[config.mk]
export PLATFORM = sky130hd
export DESIGN_NAME = prt_top
export DESIGN_NICKNAME = d
export VERILOG_FILES = /design/src/prt_pkg.sv /design/src/prt_cursor_match.sv /design/src/prt_panel_timing.sv /design/src/prt_top.sv
export VERILOG_INCLUDE_DIRS = /design/src
export SDC_FILE = /design/constraint.sdc
export NUM_CORES = 1
export LEC_CHECK = 0
export ABC_AREA = 1
export BUFFER_PORTS_ARGS = -buffer_cell sky130_fd_sc_hd__buf_4
export CAP_MARGIN = 20
export CORE_MARGIN = 3
export CORE_UTILIZATION = 54
export CTS_CLUSTER_SIZE = 10
export DETAILED_ROUTE_END_ITERATION = 10
export PLACE_DENSITY = 0.8
export SLEW_MARGIN = 10
export SYNTH_ARGS = -nofsm -noshare
export SYNTH_HDL_FRONTEND = slang
export SYNTH_SLANG_ARGS = --single-unit
[constraint.sdc]
create_clock -name mclk_in -period 2.9 [get_ports mclk_in]
set_clock_uncertainty 0.15 [all_clocks]
set_input_delay 0.29 -clock mclk_in [delete_from_list [all_inputs] [get_ports mclk_in]]
set_output_delay 0.29 -clock mclk_in [all_outputs]
set_load 0.005 [all_outputs]
[src/prt_consts.svh]
// What this block does
// - Doubling repeats each raster address twice
// - Factor exact for heights multiple of four
// - Sync width and adjust never repeated
// - Raster repetition only expands, never shrinks
// - Signed five-bit cursor offset added to raster
// - Negative offset raster clamps to zero
// - Normal cursor uses software start and end
// - Fixed cursor shows on offset rasters two, three
// - Vertical MSB writes store zero unless extended
// - Stored vertical MSB survives enable clearing
// - Sync width programmable only when extended
// - Preset mode forces extended behaviour
// - Duty register holds lines per half minus one
// - Duty identical for dual and single drive
// - Dual drive width counts four-pixel units
// - Other panels count eight-pixel units
// - Vertical shift places first line marker
// - Reset clears fast access and slow blink
// - Repeat factor codes none, 1.5, 1.75, 2
`ifndef PRT_CONSTS_SVH
`define PRT_CONSTS_SVH
`define PRT_IDX_SYNC_W 8'h03
`define PRT_IDX_VTOTAL 8'h04
`define PRT_IDX_VADJ 8'h05
`define PRT_IDX_VDISP 8'h06
`define PRT_IDX_VSPOS 8'h07
`define PRT_IDX_MAXRA 8'h09
`define PRT_IDX_CSTART 8'h0A
`define PRT_IDX_CEND 8'h0B
`define PRT_IDX_DUTY 8'h20
`define PRT_IDX_LPEL 8'h21
`define PRT_IDX_VSHIFT 8'h22
`define PRT_IDX_HSHIFT 8'h23
`define PRT_IDX_PVSO 8'h32
`define PRT_IDX_PSYNC_W 8'h33
`define PRT_IDX_PVTOTAL 8'h34
`define PRT_IDX_PMAXRA 8'h36
`define PRT_IDX_REPEAT 8'h37
`define PRT_IDX_CURCTL 8'h40
`define PRT_IDX_MODE 8'h41
`define PRT_IDX_STATUS 8'h42
`define PRT_FAST_BIT 7
`define PRT_BLINK_BIT 6
`define PRT_FIXED_BIT 5
`define PRT_EXT_BIT 0
`define PRT_PRESET_BIT 1
`define PRT_DUAL_BIT 2
`define PRT_REG_RESET 8'h00
`define PRT_FIXED_VS_WIDTH 5'h10
`define PRT_FIXED_CUR_FIRST 5'h02
`define PRT_FIXED_CUR_LAST 5'h03
`endif

[src/prt_pkg.sv]
package prt_pkg;
   typedef enum logic [0:0]
   {
      PRT_V_ROWS = 1'b0,
      PRT_V_ADJ = 1'b1
   } prt_vstate_t;
   typedef enum logic [1:0]
   {
      PRT_REP_NONE = 2'h0,
      PRT_REP_1P5 = 2'h1,
      PRT_REP_1P75 = 2'h2,
      PRT_REP_2X = 2'h3
   } prt_rep_t;
endpackage

[src/prt_cursor_match.sv]
`timescale 1ns/10ps
`default_nettype none
`include "prt_consts.svh"
module prt_cursor_match
   import prt_pkg::*;
(
   // Clock and reset
   input wire logic clk_in,
   input wire logic rstn_in,
   input wire logic ce_in,
   // Raster and settings
   input wire logic [4:0] ra_in,
   input wire logic [4:0] offset_in,
   input wire logic fixed_in,
   input wire logic [4:0] start_in,
   input wire logic [4:0] end_in,
   // Result
   output logic hit_out
);
   logic signed [6:0] sum;
   logic [4:0] adj_ra;
   always_comb
   begin
      sum = $signed({2'h0, ra_in}) + $signed({{2{offset_in[4]}}, offset_in});
      adj_ra = sum[6] ? 5'h00 : sum[4:0];
   end
   always_ff @(posedge clk_in or negedge rstn_in)
   begin
      if (!rstn_in)
         hit_out <= 1'b0;
      else if (ce_in)
      begin
         if (fixed_in)
            hit_out <= adj_ra == `PRT_FIXED_CUR_FIRST || adj_ra == `PRT_FIXED_CUR_LAST;
         else
            hit_out <= adj_ra >= start_in && adj_ra <= end_in;
      end
   end
endmodule
`default_nettype wire

[src/prt_panel_timing.sv]
`timescale 1ns/10ps
`default_nettype none
`include "prt_consts.svh"
module prt_panel_timing
   import prt_pkg::*;
(
   // Clock and reset
   input wire logic clk_in,
   input wire logic rstn_in,
   input wire logic ce_in,
   // Raster events
   input wire logic tick_in,
   input wire logic frame_in,
   // Settings from registers
   input wire logic [7:0] duty_in,
   input wire logic [7:0] lpel_in,
   input wire logic [7:0] vshift_in,
   input wire logic dual_in,
   // Panel timing
   output logic flm_out,
   output logic [7:0] line_out,
   output logic [11:0] pixels_out
);
   logic [7:0] duty_reg;
   logic [7:0] lpel_reg;
   logic [7:0] vshift_reg;
   logic dual_reg;
   logic active_reg;
   logic [8:0] cnt_reg;
   logic [8:0] cnt_next;
   logic [8:0] units;
   assign cnt_next = cnt_reg + 9'h001;
   assign units = {1'b0, lpel_reg} + 9'h001;
   // Shadows keep one frame's timing consistent
   always_ff @(posedge clk_in or negedge rstn_in)
   begin
      if (!rstn_in)
      begin
         duty_reg <= `PRT_REG_RESET;
         lpel_reg <= `PRT_REG_RESET;
         vshift_reg <= `PRT_REG_RESET;
         dual_reg <= 1'b0;
      end
      else if (ce_in && frame_in)
      begin
         duty_reg <= duty_in;
         lpel_reg <= lpel_in;
         vshift_reg <= vshift_in;
         dual_reg <= dual_in;
      end
   end
   always_ff @(posedge clk_in or negedge rstn_in)
   begin
      if (!rstn_in)
      begin
         cnt_reg <= 9'h000;
         active_reg <= 1'b0;
         flm_out <= 1'b0;
         line_out <= 8'h00;
      end
      else if (ce_in)
      begin
         flm_out <= 1'b0;
         if (frame_in)
         begin
            cnt_reg <= 9'h000;
            active_reg <= 1'b0;
         end
         else if (tick_in && !active_reg)
         begin
            cnt_reg <= cnt_next;
            if (cnt_next == {1'b0, vshift_reg} + 9'h001)
            begin
               flm_out <= 1'b1;
               active_reg <= 1'b1;
               line_out <= 8'h00;
            end
         end
         else if (tick_in)
            line_out <= line_out == duty_reg ? 8'h00 : line_out + 8'h01;
      end
   end
   always_ff @(posedge clk_in or negedge rstn_in)
   begin
      if (!rstn_in)
         pixels_out <= 12'h000;
      else if (ce_in)
         pixels_out <= dual_reg ? {1'b0, units, 2'h0} : {units, 3'h0};
   end
endmodule
`default_nettype wire

[src/prt_top.sv]
// Added by the designer: the APB slave port.
`timescale 1ns/10ps
`default_nettype none
`include "prt_consts.svh"
module prt_top
   import prt_pkg::*;
(
   // Clock, reset, enable
   input wire logic mclk_in,
   input wire logic rstn_in,
   input wire logic ce_in,
   // Line rate from horizontal timing
   input wire logic line_tick_in,
   // APB slave
   input wire logic psel_in,
   input wire logic penable_in,
   input wire logic pwrite_in,
   input wire logic [9:0] paddr_in,
   input wire logic [31:0] pwdata_in,
   output logic [31:0] prdata_out,
   output logic pready_out,
   output logic pslverr_out,
   // Raster timing
   output logic [4:0] raster_addr_out,
   output logic vsync_n_out,
   output logic disp_en_out,
   output logic cursor_raster_out,
   // Panel timing
   output logic first_line_marker_out,
   output logic [7:0] panel_line_out,
   output logic [11:0] panel_pixels_out,
   // Host timing controls
   output logic fast_host_access_timing_out,
   output logic slow_blink_select_out
);
   logic [7:0] sync_w_reg;
   logic [7:0] vtotal_reg;
   logic [4:0] vadj_reg;
   logic [7:0] vdisp_reg;
   logic [7:0] vspos_reg;
   logic [4:0] maxra_reg;
   logic [4:0] cstart_reg;
   logic [4:0] cend_reg;
   logic [7:0] duty_reg;
   logic [7:0] lpel_reg;
   logic [7:0] vshift_reg;
   logic [7:0] hshift_reg;
   logic [7:0] pvso_reg;
   logic [7:0] psync_w_reg;
   logic [7:0] pvtotal_reg;
   logic [4:0] pmaxra_reg;
   prt_rep_t raster_repeat_factor_reg;
   logic [5:0] curctl_reg;
   logic [2:0] mode_reg;
   logic [7:0] idx;
   logic wr_take;
   logic rd_start;
   logic ext_eff;
   logic preset;
   logic [7:0] wr_vert;
   logic [31:0] rd_data;

   function automatic logic is_mapped(input logic [7:0] i);
      case (i)
         `PRT_IDX_SYNC_W, `PRT_IDX_VTOTAL, `PRT_IDX_VADJ, `PRT_IDX_VDISP,
         `PRT_IDX_VSPOS, `PRT_IDX_MAXRA, `PRT_IDX_CSTART, `PRT_IDX_CEND,
         `PRT_IDX_DUTY, `PRT_IDX_LPEL, `PRT_IDX_VSHIFT, `PRT_IDX_HSHIFT,
         `PRT_IDX_PVSO, `PRT_IDX_PSYNC_W, `PRT_IDX_PVTOTAL, `PRT_IDX_PMAXRA,
         `PRT_IDX_REPEAT, `PRT_IDX_CURCTL, `PRT_IDX_MODE, `PRT_IDX_STATUS:
            is_mapped = 1'b1;
         default:
            is_mapped = 1'b0;
      endcase
   endfunction

   // One wait state so that read data leaves a flip-flop
   assign idx = paddr_in[9:2];
   assign rd_start = psel_in && penable_in && !pready_out;
   assign wr_take = psel_in && penable_in && pready_out && pwrite_in;
   assign preset = mode_reg[`PRT_PRESET_BIT];
   assign ext_eff = mode_reg[`PRT_EXT_BIT] | preset;
   assign wr_vert = {ext_eff & pwdata_in[7], pwdata_in[6:0]};

   always_ff @(posedge mclk_in or negedge rstn_in)
   begin
      if (!rstn_in)
      begin
         pready_out <= 1'b0;
         pslverr_out <= 1'b0;
         prdata_out <= 32'h0000_0000;
      end
      else if (ce_in)
      begin
         pready_out <= rd_start;
         if (rd_start)
         begin
            pslverr_out <= !is_mapped(idx);
            prdata_out <= pwrite_in ? 32'h0000_0000 : rd_data;
         end
         else
            pslverr_out <= 1'b0;
      end
   end

   // Vertical registers with a gated MSB keep it until rewritten
   always_ff @(posedge mclk_in or negedge rstn_in)
   begin
      if (!rstn_in)
      begin
         vtotal_reg <= `PRT_REG_RESET;
         vdisp_reg <= `PRT_REG_RESET;
         vspos_reg <= `PRT_REG_RESET;
         pvtotal_reg <= `PRT_REG_RESET;
         pvso_reg <= `PRT_REG_RESET;
      end
      else if (ce_in && wr_take)
      begin
         case (idx)
            `PRT_IDX_VTOTAL: vtotal_reg <= wr_vert;
            `PRT_IDX_VDISP: vdisp_reg <= wr_vert;
            `PRT_IDX_VSPOS: vspos_reg <= wr_vert;
            `PRT_IDX_PVTOTAL: pvtotal_reg <= wr_vert;
            `PRT_IDX_PVSO: pvso_reg <= wr_vert;
            default: ;
         endcase
      end
   end

   always_ff @(posedge mclk_in or negedge rstn_in)
   begin
      if (!rstn_in)
      begin
         sync_w_reg <= `PRT_REG_RESET;
         vadj_reg <= 5'h00;
         maxra_reg <= 5'h00;
         cstart_reg <= 5'h00;
         cend_reg <= 5'h00;
         duty_reg <= `PRT_REG_RESET;
         lpel_reg <= `PRT_REG_RESET;
         vshift_reg <= `PRT_REG_RESET;
         hshift_reg <= `PRT_REG_RESET;
         psync_w_reg <= `PRT_REG_RESET;
         pmaxra_reg <= 5'h00;
         raster_repeat_factor_reg <= PRT_REP_NONE;
         curctl_reg <= 6'h00;
         mode_reg <= 3'h0;
      end
      else if (ce_in && wr_take)
      begin
         case (idx)
            `PRT_IDX_SYNC_W: sync_w_reg <= pwdata_in[7:0];
            `PRT_IDX_VADJ: vadj_reg <= pwdata_in[4:0];
            `PRT_IDX_MAXRA: maxra_reg <= pwdata_in[4:0];
            `PRT_IDX_CSTART: cstart_reg <= pwdata_in[4:0];
            `PRT_IDX_CEND: cend_reg <= pwdata_in[4:0];
            `PRT_IDX_DUTY: duty_reg <= pwdata_in[7:0];
            `PRT_IDX_LPEL: lpel_reg <= pwdata_in[7:0];
            `PRT_IDX_VSHIFT: vshift_reg <= pwdata_in[7:0];
            `PRT_IDX_HSHIFT: hshift_reg <= pwdata_in[7:0];
            `PRT_IDX_PSYNC_W: psync_w_reg <= pwdata_in[7:0];
            `PRT_IDX_PMAXRA: pmaxra_reg <= pwdata_in[4:0];
            `PRT_IDX_REPEAT:
               raster_repeat_factor_reg <= prt_rep_t'(pwdata_in[1:0]);
            `PRT_IDX_CURCTL: curctl_reg <= pwdata_in[5:0];
            `PRT_IDX_MODE: mode_reg <= pwdata_in[2:0];
            default: ;
         endcase
      end
   end

   assign fast_host_access_timing_out = hshift_reg[`PRT_FAST_BIT];
   assign slow_blink_select_out = hshift_reg[`PRT_BLINK_BIT];

   // Vertical raster generator
   prt_vstate_t vstate_reg;
   logic [7:0] row_reg;
   logic [4:0] ra_reg;
   logic rep_reg;
   logic [4:0] adj_reg;
   logic [4:0] vs_cnt_reg;
   logic tick;
   logic [7:0] eff_vt;
   logic [4:0] eff_max;
   logic [7:0] eff_vsp;
   logic [4:0] vs_width;
   logic [3:0] sw_sel;
   logic [1:0] pos;
   logic signed [9:0] vsp_sum;
   logic vs_start;
   logic frame_start;

   function automatic logic rep_twice(input prt_rep_t f, input logic [1:0] p);
      case (f)
         PRT_REP_NONE: rep_twice = 1'b0;
         PRT_REP_1P5: rep_twice = !p[0];
         PRT_REP_1P75: rep_twice = p != 2'h3;
         PRT_REP_2X: rep_twice = 1'b1;
         default: rep_twice = 1'b0;
      endcase
   endfunction

   assign tick = ce_in && line_tick_in;
   always_comb
   begin
      eff_vt = preset ? pvtotal_reg : vtotal_reg;
      eff_max = preset ? pmaxra_reg : maxra_reg;
      vsp_sum = $signed({2'h0, vspos_reg}) + $signed({{2{pvso_reg[7]}}, pvso_reg});
      if (!preset)
         eff_vsp = vspos_reg;
      else if (vsp_sum < 0)
         eff_vsp = 8'h00;
      else
         eff_vsp = vsp_sum[7:0];
      sw_sel = preset ? psync_w_reg[7:4] : sync_w_reg[7:4];
      if (ext_eff && sw_sel != 4'h0)
         vs_width = {1'b0, sw_sel};
      else
         vs_width = `PRT_FIXED_VS_WIDTH;
      // Two-raster characters are sequenced as four via the row bit
      pos = eff_max == 5'h01 ? {row_reg[0], ra_reg[0]} : ra_reg[1:0];
   end
   assign vs_start = vstate_reg == PRT_V_ROWS && row_reg == eff_vsp
      && ra_reg == 5'h00 && !rep_reg && vs_cnt_reg == 5'h00;
   assign frame_start = tick && vs_cnt_reg == 5'h01;

   always_ff @(posedge mclk_in or negedge rstn_in)
   begin
      if (!rstn_in)
      begin
         vstate_reg <= PRT_V_ROWS;
         row_reg <= 8'h00;
         ra_reg <= 5'h00;
         rep_reg <= 1'b0;
         adj_reg <= 5'h00;
      end
      else if (tick)
      begin
         case (vstate_reg)
            PRT_V_ROWS:
            begin
               if (!rep_reg && rep_twice(raster_repeat_factor_reg, pos))
                  rep_reg <= 1'b1;
               else
               begin
                  rep_reg <= 1'b0;
                  if (ra_reg != eff_max)
                     ra_reg <= ra_reg + 5'h01;
                  else
                  begin
                     ra_reg <= 5'h00;
                     if (row_reg != eff_vt)
                        row_reg <= row_reg + 8'h01;
                     else
                     begin
                        row_reg <= 8'h00;
                        adj_reg <= 5'h00;
                        if (vadj_reg != 5'h00)
                           vstate_reg <= PRT_V_ADJ;
                     end
                  end
               end
            end
            PRT_V_ADJ:
            begin
               // Adjust rasters count once each, never repeated
               if (adj_reg == vadj_reg - 5'h01)
                  vstate_reg <= PRT_V_ROWS;
               adj_reg <= adj_reg + 5'h01;
            end
            default:
               vstate_reg <= PRT_V_ROWS;
         endcase
      end
   end

   // Sync width counts physical lines, so repetition leaves it alone
   always_ff @(posedge mclk_in or negedge rstn_in)
   begin
      if (!rstn_in)
      begin
         vs_cnt_reg <= 5'h00;
         vsync_n_out <= 1'b1;
      end
      else if (tick)
      begin
         if (vs_start)
         begin
            vs_cnt_reg <= vs_width;
            vsync_n_out <= 1'b0;
         end
         else if (vs_cnt_reg != 5'h00)
         begin
            vs_cnt_reg <= vs_cnt_reg - 5'h01;
            vsync_n_out <= vs_cnt_reg == 5'h01;
         end
      end
   end

   always_ff @(posedge mclk_in or negedge rstn_in)
   begin
      if (!rstn_in)
      begin
         raster_addr_out <= 5'h00;
         disp_en_out <= 1'b0;
      end
      else if (ce_in)
      begin
         raster_addr_out <= ra_reg;
         disp_en_out <= vstate_reg == PRT_V_ROWS && row_reg < vdisp_reg;
      end
   end

   prt_cursor_match u_cursor
   (
      .clk_in(mclk_in),
      .rstn_in(rstn_in),
      .ce_in(ce_in),
      .ra_in(ra_reg),
      .offset_in(curctl_reg[4:0]),
      .fixed_in(curctl_reg[`PRT_FIXED_BIT]),
      .start_in(cstart_reg),
      .end_in(cend_reg),
      .hit_out(cursor_raster_out)
   );

   prt_panel_timing u_panel
   (
      .clk_in(mclk_in),
      .rstn_in(rstn_in),
      .ce_in(ce_in),
      .tick_in(tick),
      .frame_in(frame_start),
      .duty_in(duty_reg),
      .lpel_in(lpel_reg),
      .vshift_in(vshift_reg),
      .dual_in(mode_reg[`PRT_DUAL_BIT]),
      .flm_out(first_line_marker_out),
      .line_out(panel_line_out),
      .pixels_out(panel_pixels_out)
   );

   always_comb
   begin
      rd_data = 32'h0000_0000;
      case (idx)
         `PRT_IDX_SYNC_W: rd_data[7:0] = sync_w_reg;
         `PRT_IDX_VTOTAL: rd_data[7:0] = vtotal_reg;
         `PRT_IDX_VADJ: rd_data[4:0] = vadj_reg;
         `PRT_IDX_VDISP: rd_data[7:0] = vdisp_reg;
         `PRT_IDX_VSPOS: rd_data[7:0] = vspos_reg;
         `PRT_IDX_MAXRA: rd_data[4:0] = maxra_reg;
         `PRT_IDX_CSTART: rd_data[4:0] = cstart_reg;
         `PRT_IDX_CEND: rd_data[4:0] = cend_reg;
         `PRT_IDX_DUTY: rd_data[7:0] = duty_reg;
         `PRT_IDX_LPEL: rd_data[7:0] = lpel_reg;
         `PRT_IDX_VSHIFT: rd_data[7:0] = vshift_reg;
         `PRT_IDX_HSHIFT: rd_data[7:0] = hshift_reg;
         `PRT_IDX_PVSO: rd_data[7:0] = pvso_reg;
         `PRT_IDX_PSYNC_W: rd_data[7:0] = psync_w_reg;
         `PRT_IDX_PVTOTAL: rd_data[7:0] = pvtotal_reg;
         `PRT_IDX_PMAXRA: rd_data[4:0] = pmaxra_reg;
         `PRT_IDX_REPEAT: rd_data[1:0] = raster_repeat_factor_reg;
         `PRT_IDX_CURCTL: rd_data[5:0] = curctl_reg;
         `PRT_IDX_MODE: rd_data[2:0] = mode_reg;
         `PRT_IDX_STATUS: rd_data[15:0] = {row_reg, 2'h0, vstate_reg, ra_reg};
         default: rd_data = 32'h0000_0000;
      endcase
   end
endmodule
`default_nettype wire

==> impl_metrics.toml, run 1 <==
[status]
outcome = "finished with violations"
violations = "setup timing"

[clock_tree]
cts.root.buffer_cell = "clkbuf_16"
clockBufferDepth = 3
clk_latency_ns = 0.54
cts_num_sinks = 229
path_clk_slew_ns = 0.06
cts_buffers = 28
cts.htree.levels = 1
tritoncts = "built"

[die]
die_h_um = 159
fp.coreArea_um2 = 22800
io_pins = 114
placementRows = 55
die_x_um = 159
die_area_um2 = 25300
initial_core_util_pct = 55.3

[drt]
vias = 11700
avgRoutedWirePerCell_um = 18.6
postRouteAntennaNets = 0
drtIter0Drc = 1540
dr.pass1.iters = 8
drc = 0
wl_um = 38100
viasPerCell = 5.73

[logic_synthesis]
yosys.area.top_type = "dfrtp_1"
synth_xor_area_share_pct = 3.74
synthAdderAreaFrac_pct = 4.57
syn_avg_cell_area_um2 = 7.92
yosysUniqueCellTypes = 53
synth_top_family_by_area = "simple AND/OR/NAND/NOR gates"
mappedNetlistArea_um2 = 12600
synth_area_leaders = "dfrtp_1 45%, nand2_1 14%, o21ai_0 7.9%"
ys_ff_latch = 229
synth.top_cell.area_share_pct = 45.1
synth_warnings = 0
syn-instance-count = 1596
synth_compound_area_share_pct = 14.3
synth-seq-area-share_pct = 45.4
synth.mux.area_fraction_pct = 0.0792
synthSimpleGateAreaFrac_pct = 24.2

[placed_design]
place_hpwl_um = 28200
dp_slack_ns = -0.120
place_congestion = 1.01
place_area_um2 = 13700
port_buffers = 69

[timing]
hold_viol_final = 0
fmax_mhz = 332
fin_tns_setup_ns = -0.116
period_minus_slack_ns = 3.02
slew_headroom_pct = 36.8
rsz0062_at_grt = "true"
worst-slew-pin-transition_ns = 0.947
setup_viol = 1
fin_ws_ns = -0.116
slew_viol_final = 0
timing.final.crit_share_pct = 104

[final_layout]
synthToLayoutAreaGrowth_pct = 17.8
largest_reg_flops = 16
drive_gt1_share_pct = 12.4
antenna_cells = 0
postLayoutCellArea_um2 = 14900
nets = 1823

[grt]
grt_start_max_net_pins = 78
gr-total-overflow = 0
antenna_found_initial = 0
first_global_vias = 11100
grt_pass1_wl_um = 60100
track_usage_pct = 29.6

[power_and_ir_drop]
power.density_nw_per_um2 = 528
ir_worst_vdd_mv = 0.383
cellLeakagePower_nw = 7.16

[critical_path]
path_delay_family = "adder cells"
cp_data_required_time_ns = 3.20
cp_cell_sequence = "ha_2, fa_2, nand2_2, nand2_2, a21oi_2, buf_4, buf_4, buf_4, buf_4, buf_4, xnor2_1, nor2_2, ha_1, a21o_1, o22ai_1, o211ai_1, a31oi_1"
max_stage_delay_ns = 0.38
cp_slowest_cell = "dfrtp_1"
r2r_setup_slack_ns = -0.12
end_kind = "flop"
crit_path_max_fanout = 2
cpMostUsedCell = "buf_4"
crit_path_start_kind = "flop"
critPathKind = "flop to flop"
cp.arrival_ns = 3.32
path_buf_inv = 5

[run]
drv_cap = 0

[min_path]
min_path_type = "input port to flop"
final timing paths:
path / startpoint / cells after the start / endpoint
min in group asynchronous: rstn_in / 2 / u_panel.active_reg
hold / removal: pwdata_in[7] / 3 / hshift_reg[7]
hold reg to reg: prdata_out[3] / 2 / prdata_out[3]
max in group asynchronous: rstn_in / 3 / row_reg[0]
setup reg to reg: ra_reg[0] / 17 / u_cursor.hit_out
setup / recovery: ra_reg[0] / 17 / u_cursor.hit_out
cell usage after synthesis, drive strengths merged:
| cell type | count |
|---|---|
| o2bb2ai | 2 |
| nor2 | 106 |
| o221ai | 8 |
| nand4 | 25 |
| nor3b | 8 |
| fa | 2 |
| inv | 179 |
| buf | 24 |
| nor3 | 20 |
| o22ai | 18 |
| or2 | 7 |
| a21o | 1 |
| o41ai | 1 |
| o2111ai | 7 |
| mux2i | 1 |
| o21bai | 4 |
| nand3b | 3 |
| a21oi | 25 |
| nor4 | 7 |
| xor2 | 39 |
| conb | 1 |
| clkinv | 5 |
| nand2 | 467 |
| o21ai | 207 |
| a32o | 4 |
| xnor2 | 15 |
| o211ai | 4 |
| a221oi | 19 |
| o31ai | 5 |
| dfrtp | 228 |
| and2 | 2 |
| a21boi | 1 |
| a31oi | 2 |
| clkbuf | 28 |
| a22o | 4 |
| dfstp | 1 |
| nand3 | 72 |
| or3b | 1 |
| ha | 43 |
worst register-to-register path: stages (launching register included):
cell      delay [ns]
dfrtp_1         0.38
ha_2            0.20
fa_2            0.37
nand2_2         0.08
nand2_2         0.06
a21oi_2         0.15
buf_4           0.12
buf_4           0.09
buf_4           0.09
buf_4           0.09
buf_4           0.10
xnor2_1         0.15
nor2_2          0.09
ha_1            0.30
a21o_1          0.16
o22ai_1         0.11
o211ai_1        0.10
a31oi_1         0.14
cell type report:
type	instances	area, um2
clock inverters	3	90.1
well taps	313	392
flip-flops and latches	229	5730
multi-input cells	1148	6090
clock buffers	35	778
inverters	184	691
fillers	1916	7960
repair buffers	138	1110
what timing repair did:
| action | 4_1_cts | 5_1_grt |
|---|---|---|
| pin swaps | 2 | 10 |
| endpoints found under the setup margin | 1 | 9 |
| gates resized for setup | 7 | 13 |
| hold endpoints to repair | 96 | 0 |
| buffers inserted | 4 | 5 |
| hold buffers | 12 | 0 |
cells in the final DEF, fill, tap and decap left out, types with 5 or more instances in the layout:
| master | n |
|---|---|
| nand2_1 | 454 |
| dfrtp_1 | 226 |
| o21ai_0 | 199 |
| inv_1 | 175 |
| buf_4 | 121 |
| nor2_1 | 100 |
| nand3_1 | 69 |
| xor2_1 | 39 |
| ha_1 | 35 |
| clkbuf_16 | 29 |
| nand4_1 | 24 |
| a21oi_1 | 21 |
| a221oi_1 | 19 |
| o22ai_1 | 18 |
| conb_1 | 18 |
| nor3_1 | 16 |
| xnor2_1 | 15 |
| nand2_2 | 13 |
| dlygate4sd3_1 | 12 |
| o21ai_1 | 8 |
| o221ai_1 | 8 |
| o2111ai_1 | 7 |
| nor4_1 | 7 |
| nor3b_1 | 7 |
| nor2_2 | 5 |
| clkinv_1 | 5 |
| o31ai_1 | 5 |
| or2_2 | 5 |
| ha_4 | 5 |
cells by family (layout without fill, tap and decap cells):
| logic type | after synthesis | in the layout |
|---|---|---|
| XOR/XNOR | 54 | 54 |
| buffers and inverters | 236 | 360 |
| AND/OR/NAND/NOR | 718 | 718 |
| adder cells (fa/ha/maj) | 45 | 45 |
| flip-flops | 229 | 229 |
| other | 1 | 18 |
| multiplexers | 1 | 1 |
| AO/OA/AOI/OAI | 312 | 312 |
power by group:
part | switching (mW) | internal [mW] | leakage [nW]
Sequential | 0.161 | 3.36 | 2.89
Clock | 1.29 | 2.11 | 0.425
Combinational | 0.539 | 0.403 | 3.85
Total | 1.99 | 5.87 | 7.16
per-stage QoR:
step / instances / util, % / hold slack (ns) / total power, mW
2_1_floorplan: 1613 / - / -0.156 / 4.11
3_3_place_gp: 1991 / 60.1 / 0.167 / 4.44
3_5_place_dp: 1991 / 60.1 / 0.168 / 4.48
4_1_cts: 2045 / 64.7 / 0.0270 / 7.86
5_1_grt: 2050 / 65.2 / 0.0438 / 8.14
6_report: 2050 / 65.2 / 0.0450 / 7.86
metal layers:
metal,up-vias,global-route usage (%),share of wire (%)
met5,-,0,0
met4,0,12.7,5.0
met3,109,5.91,8.6
met2,536,47.7,46
met1,5612,39.2,41
li1,5488,-,-
Note: power is estimated with default switching activity, not from simulation.
==> inputs of run 2 (changes only) <==
- ABC_AREA: 1 -> unset
- CORE_UTILIZATION: 54 -> 55
- PLACE_DENSITY: 0.8 -> 0.81
==> run 2 against run 1 <==
  * The flow still finishes with violations (setup timing)
  * Largest cell class unchanged
  * Register-to-register slack worse by 0.28 ns
  * Largest power group unchanged
  * Global-route usage shrank 1.6 points
  * First-iteration DRC count decreased by 23%
  * Total power decreased by 4.1%
  * Clock-buffer cell count fell by 1
  * Synthesized cell count down 20%
  * Sequential share of layout area is 0.74 points lower
  * Critical path depth is 1 lower
  * Hold slack improved by 0.023 ns
  * Cell area grew 2.0%
==> impl_metrics.toml, run 2 <==
[timing]
hold_viol_final = 0
setup_viol = 4
slew_headroom_pct = 55.9
fin_ws_ns = -0.396
rsz0062_at_grt = "true"
fin_tns_setup_ns = -0.563
slew_viol_final = 0
timing.final.crit_share_pct = 114
fmax_mhz = 303
period_minus_slack_ns = 3.30
worst-slew-pin-transition_ns = 0.655
hold_ws_ns = 0.0683

[die]
placementRows = 55
initial_core_util_pct = 56.7
die_h_um = 160
io_pins = 114
die_area_um2 = 25500
die_x_um = 160
fp.coreArea_um2 = 22900

[final_layout]
post-route-util_pct = 66.2
largest_reg_flops = 16
mostFrequentLayoutCell = "dfrtp_1"
synthToLayoutAreaGrowth_pct = 16.9
postLayoutCellArea_um2 = 15200
final_cell_mix = "226 x dfrtp_1, 173 x nand2_1, 128 x buf_4"
antenna_cells = 0
nets = 1492
fin_cells = 1717
drive_gt1_share_pct = 25.0

[drt]
viasPerCell = 6.24
wl_um = 36400
drtIter0Drc = 1193
avgRoutedWirePerCell_um = 21.2
vias = 10700
drc = 0
postRouteAntennaNets = 0
dr.pass1.iters = 6

[logic_synthesis]
synth_warnings = 0
synth_area_leaders = "dfrtp_1 44%, mux2_2 11%, nand2_1 5.0%"
yosys.area.top_type = "dfrtp_1"
mappedNetlistArea_um2 = 13000
synth_edf_count = 0
ys_ff_latch = 229
synth.most_common_cell = "dfrtp_1"
synth_commonest_cells = "228 x dfrtp_1, 174 x nand2_1, 126 x mux2_2"
syn-instance-count = 1281
syn_avg_cell_area_um2 = 10.1
yosysUniqueCellTypes = 86
synth-seq-area-share_pct = 44.1
yosys_most_used_dff = "dfrtp_1"
synthArstFlopShare_pct = 100
synth.top_cell.area_share_pct = 43.9

[grt]
first_global_vias = 10900
antenna_found_initial = 0
track_usage_pct = 28.0
grt_pass1_wl_um = 58200
grt_start_max_net_pins = 78
gr-total-overflow = 0

[power_and_ir_drop]
ir_worst_vdd_mv = 0.419
swShare_pct = 26.5
power.density_nw_per_um2 = 497
power_mw = 7.54
combPwrFrac_pct = 13.6
clkPwrFrac_pct = 39.8
internal_power_mw = 5.54
cellLeakagePower_nw = 7.48
p_sw_mw = 2.00
seqPwrFrac_pct = 46.5

[placed_design]
port_buffers = 69
place_congestion = 0.995
dp_slack_ns = -0.484
place_hpwl_um = 25700
place_area_um2 = 14100
dp.cells = 1669

[status]
violations = "setup timing"
outcome = "finished with violations"

[critical_path]
crit_path_start_kind = "flop"
cp.arrival_ns = 3.60
critPathKind = "flop to flop"
cp_slowest_cell = "dfrtp_2"
end_kind = "flop"
max_stage_delay_ns = 0.42
cp_data_required_time_ns = 3.20
crit_path_max_fanout = 3
cp_cell_sequence = "ha_4, fa_2, a21o_1, a21o_1, a21oi_2, xnor2_2, nor2b_2, ha_1, nor2b_1, o21a_1, o21ai_2, nand2b_1, a21oi_2, a31oi_1, o32a_1, a21oi_1"

[clock_tree]
path_clk_slew_ns = 0.06
cts_num_sinks = 229
clockBufferDepth = 3
cts.htree.levels = 1
cts.root.buffer_cell = "clkbuf_16"
cts_buffers = 27
tritoncts = "built"
clk_latency_ns = 0.53

[min_path]
min_path_type = "input port to flop"

[run]
drv_cap = 0
## run 2: cell count changes in the layout (fill, tap and decap cells not counted), moves of 20 or more
cell	previous run	this run
a22oi_1	0	27
and3_1	0	20
inv_1	175	38
mux2_2	0	126
mux2i_1	1	26
nand2_1	454	173
nand3_1	69	42
nor2_1	100	73
o21ai_0	199	44
xnor2_1	15	44
## run 2: logic make-up (layout without fill, tap and decap cells)
family / count (synthesis) / after routing / synth area share, %
mux: 153 / 153 / 13.1
fa+ha+maj: 45 / 45 / 4.45
flops: 229 / 229 / 44.1
buf+inv: 112 / 218 / 3.92
xor+xnor: 77 / 77 / 5.41
compound gates: 252 / 252 / 13.7
simple gates: 412 / 412 / 15.2
other cells: 1 / 18 / 0.0289
## run 2: repair_timing
item,CTS,global route
hold buffers,11,0
setup buffers,2,2
endpoints found under the setup margin,7,9
endpoints found under the hold margin,94,0
pin swaps,5,28
gates resized for setup,8,24
## run 2: area by class of cell
cell class	instances	area (um2)
fillers	1750	7740
multi-input cells	957	7000
flip-flops and latches	229	5730
repair buffers	144	1160
clock buffers	34	742
well taps	313	392
inverters	39	146
clock inverters	1	8.76
## run 2: path summary, 6_finish.rpt
path                            slack (ns)  depth (start not counted)                     end              startpoint
max in group asynchronous             1.65                          3            vspos_reg[2]                 rstn_in
worst min-delay path                  0.07                          3             pslverr_out              penable_in
min in group asynchronous             0.17                          2           vs_cnt_reg[2]                 rstn_in
worst max-delay path                 -0.40                         16        u_cursor.hit_out               ra_reg[0]
worst max register to register       -0.40                         16        u_cursor.hit_out               ra_reg[0]
worst min register to register        0.33                          2  u_panel.pixels_out[11]  u_panel.pixels_out[11]
## run 2: power groups by stage
stage                     registers [mW]  clock network (mW)  logic [mW]
final                               3.51                3.00        1.03
after detailed placement            3.56                   0       0.990
after floorplan                     3.51                   0       0.647
after global placement              3.55                   0       0.962
after global routing                3.54                3.14        1.15
after CTS                           3.51                3.04        1.01
## run 2: critical path, delay by kind of cell (launching register included)
family | cells | cell delay, ns
xor+xnor | 1 | 0.16
simple gates | 3 | 0.28
compound gates | 9 | 1.42
flops | 1 | 0.42
fa+ha+maj | 3 | 0.79
## run 2: routing by layer
metal / global-route usage (%) / share of wire (%) / routed length, um / up-vias
li1: - / - / - / 4799
met1: 36.0 / 40 / 14500 / 5263
met2: 47.8 / 48 / 17600 / 496
met3: 4.44 / 7.1 / 2570 / 150
met4: 10.7 / 4.8 / 1740 / 0
met5: 0 / 0 / 0 / -
==> inputs of run 3 (changes only) <==
- SKIP_LAST_GASP: unset -> 1
==> run 3 against run 2 <==
  * The flow still finishes with violations (setup timing)
  * Setup slack improved by 0.0031 ns
  * Register-to-register slack about the same
  * First-iteration DRC count increased by 1.2%
  * Sequential cell count unchanged
  * Wire length increased by 0.11%
  * Clock-buffer cell count unchanged
  * Global-route usage unchanged
  * Clock power about the same
  * Sequential share of layout area unchanged
  * Critical path depth unchanged
==> impl_metrics.toml, run 3 (synthesis results as in run 2) <==
[clock_tree]
clockBufferDepth = 3
clk_latency_ns = 0.53
cts_buffers = 27
cts.root.buffer_cell = "clkbuf_16"
cts.htree.levels = 1
tritoncts = "built"
cts_num_sinks = 229
path_clk_slew_ns = 0.06

[status]
outcome = "finished with violations"
violations = "setup timing"

[grt]
antenna_found_initial = 0
first_global_vias = 10900
track_usage_pct = 28.0
gr-total-overflow = 0
grt_pass1_wl_um = 58200
grt_start_max_net_pins = 78

[power_and_ir_drop]
ir_worst_vdd_mv = 0.418
combPwrFrac_pct = 13.7
swShare_pct = 26.5
p_sw_mw = 2.00
clkPwrFrac_pct = 39.8
seqPwrFrac_pct = 46.5
cellLeakagePower_nw = 7.48
power.density_nw_per_um2 = 497
internal_power_mw = 5.54

[final_layout]
largest_reg_flops = 16
antenna_cells = 0
drive_gt1_share_pct = 25.0
nets = 1492
mostFrequentLayoutCell = "dfrtp_1"
final_cell_mix = "226 x dfrtp_1, 173 x nand2_1, 128 x buf_4"
synthToLayoutAreaGrowth_pct = 16.9

[timing]
hold_viol_final = 0
fin_tns_setup_ns = -0.549
fmax_mhz = 304
slew_headroom_pct = 56.8
slew_viol_final = 0
hold_ws_ns = 0.0669
period_minus_slack_ns = 3.29
rsz0062_at_grt = "true"
timing.final.crit_share_pct = 114
fin_ws_ns = -0.393
setup_viol = 4
worst-slew-pin-transition_ns = 0.642

[drt]
wl_um = 36400
drc = 0
dr.pass1.iters = 6
avgRoutedWirePerCell_um = 21.2
postRouteAntennaNets = 0
viasPerCell = 6.27
vias = 10800
drtIter0Drc = 1207

[min_path]
min_path_type = "input port to flop"

[critical_path]
end_kind = "flop"
crit_path_max_fanout = 3
critPathKind = "flop to flop"
crit_path_start_kind = "flop"
cp_slowest_cell = "dfrtp_2"
max_stage_delay_ns = 0.42
cp.arrival_ns = 3.60
cp_data_required_time_ns = 3.20
cp_cell_sequence = "ha_4, fa_2, a21o_1, a21o_1, a21oi_2, xnor2_2, nor2b_2, ha_1, nor2b_1, o21a_1, o21ai_2, nand2b_1, a21oi_2, a31oi_1, o32a_1, a21oi_1"

[die]
die_x_um = 160
placementRows = 55
io_pins = 114
die_area_um2 = 25500
fp.coreArea_um2 = 22900
initial_core_util_pct = 56.7
die_h_um = 160

[placed_design]
port_buffers = 69
place_congestion = 0.995
place_hpwl_um = 25700

[run]
drv_cap = 0
run 3: cell counts in the layout (fill, tap and decap cells not counted):
Identical to the previous run, type by type.
run 3: critical path, delay by kind of cell (launching register included):
kind / cells / cell delay [ns]
AOI/OAI and AO/OA: 9 / 1.42
adders and majority gates: 3 / 0.79
DFF: 1 / 0.42
and+or+nand+nor: 3 / 0.28
xor gates and xnor gates: 1 / 0.16
run 3: repair_timing:
action,4_1_cts,5_1_grt
resized for setup,8,24
endpoints found under the setup margin,7,9
hold buffers,11,0
pin swaps,5,27
setup buffers,2,2
hold endpoints to repair,94,0
run 3: power groups by stage:
stage                     Clock (mW)  Sequential, mW  Combinational [mW]
after floorplan                    0            3.51               0.647
after global placement             0            3.55               0.962
after detailed placement           0            3.56               0.990
after CTS                       3.04            3.51                1.01
after global routing            3.14            3.54                1.15
final                           3.00            3.51                1.03
run 3: per-layer routing:
| metal | global-route usage [%] | vias up | routed length, um |
|---|---|---|---|
| met5 | 0 | - | 0 |
| met4 | 10.7 | 0 | 1700 |
| met3 | 4.44 | 151 | 2700 |
| met2 | 47.8 | 498 | 17600 |
| met1 | 36.0 | 5336 | 14400 |
| li1 | - | 4782 | - |
run 3: final cells by class:
type	count	area [um2]
timing repair buffer	144	1160
multi-input combinational	957	7000
inverter	39	146
sequential	229	5730
fill	1750	7740
clock inverter	1	8.76
clock buffer	34	742
tap	313	392
run 3: through the flow:
step	power, mW	cell area [um2]	util [%]	setup WS [ns]	std cells
2_1_floorplan	4.16	13100	-	-0.335	1298
3_3_place_gp	4.51	14100	61.7	-0.327	1669
3_5_place_dp	4.55	14100	61.7	-0.484	1669
4_1_cts	7.55	15100	65.7	-0.381	1717
5_1_grt	7.82	15200	66.2	-0.598	1717
6_report	7.54	15200	66.2	-0.393	1717
run 3: worst paths after layout:
path | startpoint | to | slack (ns) | cells past startpoint
min | penable_in | pslverr_out | 0.07 | 3
max | ra_reg[0] | u_cursor.hit_out | -0.39 | 16
max reg2reg | ra_reg[0] | u_cursor.hit_out | -0.39 | 16
min in group asynchronous | rstn_in | vs_cnt_reg[2] | 0.17 | 2
min reg2reg | u_panel.pixels_out[11] | u_panel.pixels_out[11] | 0.33 | 2
max in group asynchronous | rstn_in | vspos_reg[2] | 1.65 | 3
